[config.mk]
export PLATFORM = sky130hd
export DESIGN_NAME = tmpf_top
export DESIGN_NICKNAME = d
export VERILOG_FILES = /design/src/rtl/tmpf_pkg.sv /design/src/rtl/tmpf_addr_mem.sv /design/src/rtl/tmpf_top.sv
export VERILOG_INCLUDE_DIRS = /design/src /design/src/rtl
export SDC_FILE = /design/constraint.sdc
export NUM_CORES = 2
export LEC_CHECK = 0
export BUFFER_PORTS_ARGS = -buffer_cell sky130_fd_sc_hd__buf_2
export CORE_MARGIN = 8
export CORE_UTILIZATION = 40
export DETAILED_ROUTE_END_ITERATION = 16
export GPL_TIMING_DRIVEN = 0
export PLACE_DENSITY = 0.59
export SKIP_CTS_REPAIR_TIMING = 1
export SLEW_MARGIN = 20
export SYNTH_ARGS = -nofsm -noshare
export SYNTH_HDL_FRONTEND = slang
export SYNTH_HIERARCHICAL = 1
export SYNTH_SLANG_ARGS = --single-unit
[constraint.sdc]
create_clock -name pclk -period 2.94 [get_ports pclk]
set_input_delay 0.147 -clock pclk [delete_from_list [all_inputs] [get_ports pclk]]
set_output_delay 0.147 -clock pclk [all_outputs]
set_load 0.05 [all_outputs]
[src/rtl/tmpf_regs.svh]
// Constants of the tunnel mode packet filter
`ifndef TMPF_REGS_SVH
`define TMPF_REGS_SVH

`define TMPF_MODE_OOB    8'h00
`define TMPF_MODE_GW     8'h01
`define TMPF_MODE_ONEWAY 8'h02
`define TMPF_ERR_LEN     8'h00
`define TMPF_MAX_ADDR    8'h08
`define TMPF_HDR_LAST    3'h5
`define TMPF_SER_LAST    4'h7

`define TMPF_OFS_MODE    12'h000
`define TMPF_OFS_COUNT   12'h004
`define TMPF_OFS_STRIP   12'h008
`define TMPF_OFS_SEL     12'h00C
`define TMPF_OFS_ADDR_HI 12'h010
`define TMPF_OFS_ADDR_LO 12'h014
`define TMPF_OFS_CTRL    12'h018
`define TMPF_OFS_ISTAT   12'h01C
`define TMPF_OFS_IMASK   12'h020
`define TMPF_OFS_LAST    12'h024

`define TMPF_ST_LEN      0
`define TMPF_ST_UNDEF    1
`define TMPF_ST_DENY     2
`define TMPF_ST_DONE     3
`define TMPF_CTRL_COMMIT 0
`define TMPF_CTRL_PEND   8

`endif

[src/rtl/tmpf_pkg.sv]
// Types of the tunnel mode packet filter
package tmpf_pkg;
    typedef enum logic [6:0] {
        TMPF_IDLE  = 7'b000_0001,
        TMPF_HEAD  = 7'b000_0010,
        TMPF_MATCH = 7'b000_0100,
        TMPF_CMP   = 7'b000_1000,
        TMPF_EMIT  = 7'b001_0000,
        TMPF_BODY  = 7'b010_0000,
        TMPF_DROP  = 7'b100_0000
    } tmpf_state_t;

    typedef struct packed {
        logic [15:0][47:0] mem;
        logic [47:0]       rdata;
    } tmpf_mem_t;

    typedef struct packed {
        tmpf_state_t st;
        logic [7:0]  mode;
        logic [3:0]  cnt;
        logic [15:0] strip;
        logic        bank;
        logic [7:0]  stg_mode;
        logic [7:0]  stg_cnt;
        logic [15:0] stg_strip;
        logic        pend;
        logic [2:0]  sel;
        logic [15:0] addr_hi;
        logic [47:0] hdr;
        logic [2:0]  hcnt;
        logic [2:0]  idx;
        logic        got_last;
        logic [15:0] pos;
        logic [15:0] fcnt;
        logic [15:0] last_cnt;
        logic [7:0]  sh;
        logic [3:0]  bitcnt;
        logic        drx_data;
        logic        drx_valid;
        logic        pkt_ready;
        logic        tune_valid;
        logic        tune_busy;
        logic        oob_tx_en;
        logic        cm_tx_en;
        logic [3:0]  ist;
        logic [3:0]  imask;
        logic        irq;
        logic        pready;
        logic        pslverr;
        logic [31:0] prdata;
    } tmpf_top_t;
endpackage

[src/rtl/tmpf_addr_mem.sv]
// Two-bank tunnel address store with registered read
`timescale 1ns/10ps
module tmpf_addr_mem (
    // Clock and reset
    input  wire logic        pclk,
    input  wire logic        presetn,
    // Write port
    input  wire logic        we,
    input  wire logic [3:0]  waddr,
    input  wire logic [47:0] wdata,
    // Read port
    input  wire logic [3:0]  raddr,
    output logic      [47:0] rdata
);
    import tmpf_pkg::*;

    tmpf_mem_t s;
    tmpf_mem_t next_s;

    always_comb begin
        next_s = s;
        if (we) begin
            next_s.mem[waddr] = wdata;
        end
        next_s.rdata = s.mem[raddr];
    end

    always_ff @(posedge pclk or negedge presetn) begin
        if (!presetn) begin
            s <= '0;
        end else begin
            s <= next_s;
        end
    end

    assign rdata = s.rdata;
endmodule

[src/rtl/tmpf_top.sv]
// Mode control and tunnel packet filter with serial output
`timescale 1ns/10ps
`include "tmpf_regs.svh"
module tmpf_top (
    // Clock and reset
    input  wire logic        pclk,
    input  wire logic        presetn,
    // APB slave
    input  wire logic        psel,
    input  wire logic        penable,
    input  wire logic        pwrite,
    input  wire logic [11:0] paddr,
    input  wire logic [31:0] pwdata,
    output logic             pready,
    output logic             pslverr,
    output logic      [31:0] prdata,
    // Incoming frame bytes
    input  wire logic        pkt_valid,
    input  wire logic [7:0]  pkt_data,
    input  wire logic        pkt_last,
    output logic             pkt_ready,
    // Serial receive data toward the module
    output logic             serial_receive_data_pin,
    output logic             serial_receive_data_valid,
    // Transmitter tune requests from the module
    input  wire logic        transmitter_tune_request,
    output logic             tune_resp_valid,
    output logic             tune_resp_busy,
    // Return transmitter enables
    output logic             oob_tx_enable,
    output logic             cm_tx_enable,
    // Error reports from the module
    input  wire logic        err_valid,
    input  wire logic [7:0]  err_code,
    // Interrupt
    output logic             irq
);
    import tmpf_pkg::*;

    tmpf_top_t   s;
    tmpf_top_t   next_s;
    logic [47:0] mem_rdata;
    logic        mem_we;
    logic [3:0]  mem_raddr;
    logic        accept;
    logic        ser_load;
    logic        apply;
    logic [7:0]  load_byte;

    function automatic logic is_tunnel(input logic [7:0] m);
        is_tunnel = (m == `TMPF_MODE_GW) || (m == `TMPF_MODE_ONEWAY);
    endfunction

    function automatic logic mode_valid(input logic [7:0] m);
        mode_valid = (m == `TMPF_MODE_OOB) || is_tunnel(m);
    endfunction

    tmpf_addr_mem u_mem (
        .pclk    (pclk),
        .presetn (presetn),
        .we      (mem_we),
        .waddr   ({~s.bank, s.sel}),
        .wdata   ({s.addr_hi, pwdata}),
        .raddr   (mem_raddr),
        .rdata   (mem_rdata)
    );

    always_comb begin
        logic        setup;
        logic        wr;
        logic [3:0]  set_st;
        logic [3:0]  clr_st;
        logic [31:0] rd;
        logic        err;
        logic        done;
        setup     = psel && !penable;
        wr        = psel && penable && s.pready && pwrite;
        set_st    = 4'h0;
        clr_st    = 4'h0;
        rd        = 32'h0000_0000;
        err       = 1'b0;
        done      = 1'b0;
        next_s    = s;
        accept    = pkt_valid && s.pkt_ready;
        ser_load  = 1'b0;
        load_byte = 8'h00;
        apply     = 1'b0;
        mem_we    = wr && (paddr == `TMPF_OFS_ADDR_LO);
        mem_raddr = {s.bank, s.idx};

        // Register bus: answer one cycle after setup, no wait states
        next_s.pready = setup;
        if (setup) begin
            case (paddr)
                `TMPF_OFS_MODE:    rd[7:0] = s.stg_mode;
                `TMPF_OFS_COUNT:   rd[7:0] = s.stg_cnt;
                `TMPF_OFS_STRIP:   rd[15:0] = s.stg_strip;
                `TMPF_OFS_SEL:     rd[2:0] = s.sel;
                `TMPF_OFS_ADDR_HI: rd[15:0] = s.addr_hi;
                `TMPF_OFS_ADDR_LO: rd = 32'h0000_0000;
                `TMPF_OFS_CTRL:    rd[`TMPF_CTRL_PEND:0] = {s.pend, s.mode};
                `TMPF_OFS_ISTAT:   rd[3:0] = s.ist;
                `TMPF_OFS_IMASK:   rd[3:0] = s.imask;
                `TMPF_OFS_LAST:    rd[15:0] = s.last_cnt;
                default:           err = 1'b1;
            endcase
            next_s.prdata  = rd;
            next_s.pslverr = err;
        end
        if (wr) begin
            case (paddr)
                `TMPF_OFS_MODE:    next_s.stg_mode = pwdata[7:0];
                `TMPF_OFS_COUNT:   next_s.stg_cnt = pwdata[7:0];
                `TMPF_OFS_STRIP:   next_s.stg_strip = pwdata[15:0];
                `TMPF_OFS_SEL:     next_s.sel = pwdata[2:0];
                `TMPF_OFS_ADDR_HI: next_s.addr_hi = pwdata[15:0];
                `TMPF_OFS_ISTAT:   clr_st = pwdata[3:0];
                `TMPF_OFS_IMASK:   next_s.imask = pwdata[3:0];
                default: begin
                end
            endcase
        end

        // Tune requests: only out-of-band mode lets the module steer the transmitter
        next_s.tune_valid = transmitter_tune_request;
        if (transmitter_tune_request) begin
            next_s.tune_busy = (s.mode != `TMPF_MODE_OOB);
            set_st[`TMPF_ST_DENY] = (s.mode != `TMPF_MODE_OOB);
        end
        next_s.oob_tx_en = (s.mode == `TMPF_MODE_OOB);
        next_s.cm_tx_en  = (s.mode == `TMPF_MODE_GW);

        if (err_valid) begin
            set_st[`TMPF_ST_LEN]   = (err_code == `TMPF_ERR_LEN);
            set_st[`TMPF_ST_UNDEF] = (err_code != `TMPF_ERR_LEN);
        end

        // Serializer, MSB first, back to back bytes without gaps
        if (s.bitcnt != 4'h0) begin
            next_s.drx_data  = s.sh[7];
            next_s.sh        = {s.sh[6:0], 1'b0};
            next_s.bitcnt    = s.bitcnt - 4'h1;
            next_s.drx_valid = 1'b1;
        end else begin
            next_s.drx_valid = 1'b0;
        end

        case (s.st)
            TMPF_IDLE: begin
                next_s.pos  = 16'h0000;
                next_s.fcnt = 16'h0000;
                next_s.hcnt = 3'h0;
                if (accept) begin
                    next_s.pos = 16'h0001;
                    next_s.hdr = {s.hdr[39:0], pkt_data};
                    if (!is_tunnel(s.mode)) begin
                        next_s.st = pkt_last ? TMPF_IDLE : TMPF_DROP;
                    end else if (!pkt_last) begin
                        next_s.hcnt = 3'h1;
                        next_s.st   = TMPF_HEAD;
                    end
                end else if (s.pend && !s.pkt_ready) begin
                    apply = 1'b1;
                end
                // A frame that starts while a commit waits must keep its ready, or the header stalls
                next_s.pkt_ready = !(s.pend && !apply) || accept;
            end
            TMPF_HEAD: begin
                if (accept) begin
                    next_s.hdr  = {s.hdr[39:0], pkt_data};
                    next_s.pos  = s.pos + 16'h0001;
                    next_s.hcnt = s.hcnt + 3'h1;
                    if (s.hcnt == `TMPF_HDR_LAST) begin
                        next_s.got_last  = pkt_last;
                        next_s.idx       = 3'h0;
                        next_s.pkt_ready = 1'b0;
                        next_s.st        = TMPF_MATCH;
                        if (s.cnt == 4'h0) begin
                            next_s.pkt_ready = !pkt_last;
                            next_s.st        = pkt_last ? TMPF_IDLE : TMPF_DROP;
                        end
                    end else if (pkt_last) begin
                        // Runt frame without a full destination address
                        next_s.st = TMPF_IDLE;
                    end
                end
            end
            TMPF_MATCH: begin
                next_s.st = TMPF_CMP;
            end
            TMPF_CMP: begin
                // Sequential search trades a few cycles per frame for one narrow RAM
                if (mem_rdata == s.hdr) begin
                    next_s.idx = 3'h0;
                    next_s.st  = TMPF_EMIT;
                end else if ({1'b0, s.idx} + 4'h1 < s.cnt) begin
                    next_s.idx = s.idx + 3'h1;
                    next_s.st  = TMPF_MATCH;
                end else begin
                    next_s.pkt_ready = !s.got_last;
                    next_s.st        = s.got_last ? TMPF_IDLE : TMPF_DROP;
                end
            end
            TMPF_EMIT: begin
                // Replay the held destination address bytes through the strip filter
                if ({13'h0000, s.idx} < s.strip) begin
                    next_s.idx = s.idx + 3'h1;
                    next_s.hdr = {s.hdr[39:0], 8'h00};
                end else if (s.bitcnt == 4'h0) begin
                    ser_load    = 1'b1;
                    load_byte   = s.hdr[47:40];
                    next_s.fcnt = s.fcnt + 16'h0001;
                    next_s.idx  = s.idx + 3'h1;
                    next_s.hdr  = {s.hdr[39:0], 8'h00};
                end
                if (next_s.idx > `TMPF_HDR_LAST) begin
                    next_s.st = s.got_last ? TMPF_IDLE : TMPF_BODY;
                    done      = s.got_last;
                end
            end
            TMPF_BODY: begin
                if (accept) begin
                    next_s.pos = (s.pos == 16'hFFFF) ? s.pos : s.pos + 16'h0001;
                    if (s.pos >= s.strip) begin
                        ser_load    = 1'b1;
                        load_byte   = pkt_data;
                        next_s.fcnt = s.fcnt + 16'h0001;
                    end
                    if (pkt_last) begin
                        next_s.st = TMPF_IDLE;
                        done      = 1'b1;
                    end
                end
            end
            TMPF_DROP: begin
                next_s.pkt_ready = 1'b1;
                if (accept && pkt_last) begin
                    next_s.st = TMPF_IDLE;
                end
            end
            default: begin
                next_s.st = TMPF_IDLE;
            end
        endcase

        if (ser_load) begin
            next_s.drx_data  = load_byte[7];
            next_s.sh        = {load_byte[6:0], 1'b0};
            next_s.bitcnt    = `TMPF_SER_LAST;
            next_s.drx_valid = 1'b1;
        end
        if (next_s.st == TMPF_BODY) begin
            // Ready only when the serializer can take the next byte at once
            next_s.pkt_ready = (next_s.bitcnt == 4'h0);
        end
        if (done) begin
            next_s.last_cnt        = next_s.fcnt;
            set_st[`TMPF_ST_DONE]  = 1'b1;
        end

        // Configuration swap; a commit in the same cycle stays pending
        if (apply) begin
            next_s.pend = 1'b0;
            next_s.mode = s.stg_mode;
            if (is_tunnel(s.stg_mode)) begin
                next_s.cnt   = (s.stg_cnt > `TMPF_MAX_ADDR) ? 4'(`TMPF_MAX_ADDR) : s.stg_cnt[3:0];
                next_s.strip = s.stg_strip;
                next_s.bank  = ~s.bank;
            end
        end
        if (wr && paddr == `TMPF_OFS_CTRL && pwdata[`TMPF_CTRL_COMMIT] && mode_valid(s.stg_mode)) begin
            next_s.pend = 1'b1;
        end

        next_s.ist = (s.ist & ~clr_st) | set_st;
        next_s.irq = |(next_s.ist & next_s.imask);
    end

    always_ff @(posedge pclk or negedge presetn) begin
        if (!presetn) begin
            s          <= '0;
            s.st       <= TMPF_IDLE;
            s.mode     <= `TMPF_MODE_OOB;
            s.stg_mode <= `TMPF_MODE_OOB;
        end else begin
            s <= next_s;
        end
    end

    assign pready                    = s.pready;
    assign pslverr                   = s.pslverr;
    assign prdata                    = s.prdata;
    assign pkt_ready                 = s.pkt_ready;
    assign serial_receive_data_pin   = s.drx_data;
    assign serial_receive_data_valid = s.drx_valid;
    assign tune_resp_valid           = s.tune_valid;
    assign tune_resp_busy            = s.tune_busy;
    assign oob_tx_enable             = s.oob_tx_en;
    assign cm_tx_enable              = s.cm_tx_en;
    assign irq                       = s.irq;
endmodule

==> run_results.csv <==
group,metric,value,unit
status,status,"finished, violations left",
status,violations,"negative setup slack",
routing,ant_nets,0,
die,die_w,362.6,um
timing,setup_slack,-0.02562,ns
logic_synthesis,async_reset_ff_frac,1.000,
placed_design,dp_cells,5148,
die,design.core.area,119500,um2
clock_tree,cts_buffers,110,
logic_synthesis,synthMostInstantiatedCell,"dfrtp_1",
clock_tree,cts_sinks,1052,
timing,period_needed,2.966,ns
placed_design,routabilityCongestion,0.8363,
setup_path,crit_fanout,10,
timing,relSlewSlack,0.2424,
min_path,worstHoldPathType,"input pin to asynchronous set/reset pin",
setup_path,setup.worst_path.start_class,"flip-flop",
logic_synthesis,synth_edf_count,0,
setup_path,worstSetupEndpointType,"flip-flop",
clock_tree,worstSkewPairLatency,0.71,ns
setup_path,required,3.44,ns
pwr,power_density,558.6,nW/um2
timing,tightest_slew,1.128,ns
clock_tree,cts_root_buffer,"clkbuf_16",
global_route,grt_pass1_wl,202100,um
timing,skew,0.03288,ns
finish,num-nets-final,3797,
die,dieArea,131500,um2
logic_synthesis,syn_area_per_cell,14.05,um2
routing,drt-vias-per-instance,5.530,
global_route,grt_max_degree,133,
placed_design,numPortBuffers,93,
logic_synthesis,synthDistinctLibCells,76,
pwr,ir_drop,532.8,uV
timing,hold_viol_final,0,
clock_tree,cts_tree,"yes",
pwr,power.leakage,27.15,nW
global_route,met1_usage,0.2845,
clock_tree,cts.reportedPaths.clkPinSlew,0.06,ns
finish,areaGrowthSynthToFinish,14.97,%
setup_path,cp.arrival,3.47,ns
global_route,gr-usage-all-layers,0.2021,
logic_synthesis,netlist_instances,3419,
global_route,overflow,0,
finish,design_area,55250,um2
global_route,grt_busiest_layer,"met2",
routing,wl_per_cell,24.78,um
logic_synthesis,yosysWarnings,6,
logic_synthesis,synth_top_area_share,0.5473,
die,rows,127,
routing,wirelength,134000,um
clock_tree,cts.path.max_buffers,3,
routing,vias,29890,
routing,firstDrtPassIters,5,
finish,drive_gt1_frac,0.4147,
die,ios,111,
logic_synthesis,syn_area,48050,um2
global_route,grt_antenna_before_repair,6,
timing,slew_viol_final,0,
job,max_cap_violations,0,
routing,drcViolationCount,0,
logic_synthesis,synth_ff_type,"dfrtp_1",
logic_synthesis,yosysSeqAreaShare,0.5479,
global_route,met2_usage,0.3255,
timing,setup_viol,2,
logic_synthesis,synth_area_leaders,"dfrtp_1 (55%), mux2_2 (19%), mux4_2 (9.0%)",
global_route,met3_usage,0.03052,
placed_design,dpl-instance-area,50860,um2
timing,fin_tns_setup,-0.02801,ns
logic_synthesis,synthTopCellsByCount,"dfrtp_1 (1051), mux2_2 (796), nand2_1 (257)",
timing,fin_crit_sh,1.009,
finish,finalNonFillerCells,5406,
die,start_util,0.4021,
logic_synthesis,ys_seq_elements,1052,
logic_synthesis,yosys.area.top_type,"dfrtp_1",
clock_tree,htreeDepth,3,
global_route,grt_pass1_vias,30730,
placed_design,dp_hpwl,92940,um
timing,fmax,337.2,MHz
routing,drt_iter0_drc,2479,
die,die_h,362.6,um
setup_path,path_class,"flip-flop to flip-flop",
==> layer usage <==
layer	up-vias	part of all wire	wire length, um
met5	-	0	0
met4	0	0.024	3265
met3	194	0.049	6582
met2	759	0.47	63540
met1	15880	0.45	60560
li1	13070	-	-
==> power by group <==
part	total, mW	switching, mW	leakage (nW)	internal, mW
clock network	14.0	5.93	1.77	8.03
registers	15.0	0.254	14.6	14.7
logic	1.95	1.36	10.8	0.589
==> flip-flops by register name, indices dropped and copies added (netlist names) <==
signal                     flops
serial_receive_data_valid      1
oob_tx_enable                  1
u_mem/rdata                   48
serial_receive_data_pin        1
mem_raddr                      4
irq                            1
pready                         1
pkt_ready                      1
prdata                        16
pslverr                        1
s                            206
u_mem/s                      768
cm_tx_enable                   1
tune_resp_busy                 1
tune_resp_valid                1
==> worst max-delay path, cell delays in order (launching register included) <==
cell and delay, ns:
dfrtp_1 0.65, clkbuf_1 0.68, clkbuf_1 0.65, mux4_2 0.42, a22oi_1 0.14, nand2_1 0.22
==> layout make-up <==
type | count | area, um2
tap | 1612 | 2017
clock buffer | 158 | 3133
fill | 10720 | 64250
multi-input combinational | 2024 | 20020
inverter | 39 | 146.4
buffer | 319 | 1869
clock inverter | 45 | 483.0
sequential | 1052 | 26330
antenna | 3 | 7.507
timing repair buffer | 154 | 1244
==> worst paths after layout <==
check                                   to         start  depth (start not counted)  slack (ns)
min in group pclk                    s[39]   err_code[7]                          5        0.03
max                        u_mem/rdata[16]  mem_raddr[1]                          5       -0.03
min                           u_mem/s[460]       presetn                          3        0.03
max in group asynchronous     u_mem/s[634]       presetn                          6        0.66
max reg2reg                u_mem/rdata[16]  mem_raddr[1]                          5       -0.03
min reg2reg                      prdata[1]     prdata[1]                          1        0.48
==> cells by family (layout without fill, tap and decap cells) <==
logic type	after synthesis	count (layout)	synth area share
AO/OA/AOI/OAI	378	378	0.05309
adder cells (fa/ha/maj)	28	28	0.007291
multiplexers	1033	1033	0.2901
other	1	19	0.00007804
flip-flops	1052	1052	0.5479
XOR/XNOR	59	59	0.01075
buffers and inverters	358	715	0.03963
AND/OR/NAND/NOR	510	510	0.05119
==> per-stage QoR <==
step / worst slack, ns / utilization / hold slack, ns / total power [mW]
floorplan: 0.1165 / - / -0.1486 / 16.13
global placement: -22.07 / 0.4234 / 0.3047 / 17.05
detailed placement: -1.153 / 0.4256 / 0.004805 / 17.08
CTS: -0.7148 / 0.4559 / -0.7417 / 31.15
global route: -0.009999 / 0.4623 / 0.01460 / 32.02
finish: -0.02562 / 0.4623 / 0.02932 / 30.86
==> cell usage in the layout, fill, tap and decap left out, types with 29 or more instances in the layout <==
| cell | netlist | layout |
|---|---|---|
| mux4_2 | 192 | 192 |
| a22oi_1 | 108 | 108 |
| buf_2 | 91 | 155 |
| clkbuf_4 | 0 | 32 |
| o21ai_0 | 115 | 113 |
| nor2_1 | 77 | 74 |
| buf_4 | 87 | 93 |
| mux2_4 | 40 | 40 |
| mux2_2 | 796 | 796 |
| xor2_1 | 52 | 52 |
| a21oi_1 | 30 | 29 |
| dlygate4sd3_1 | 0 | 45 |
| dfrtp_1 | 1051 | 1050 |
| inv_1 | 39 | 39 |
| clkbuf_1 | 115 | 128 |
| clkbuf_16 | 0 | 110 |
| nand2_1 | 257 | 257 |
Note: power is estimated with default switching activity, not from simulation.
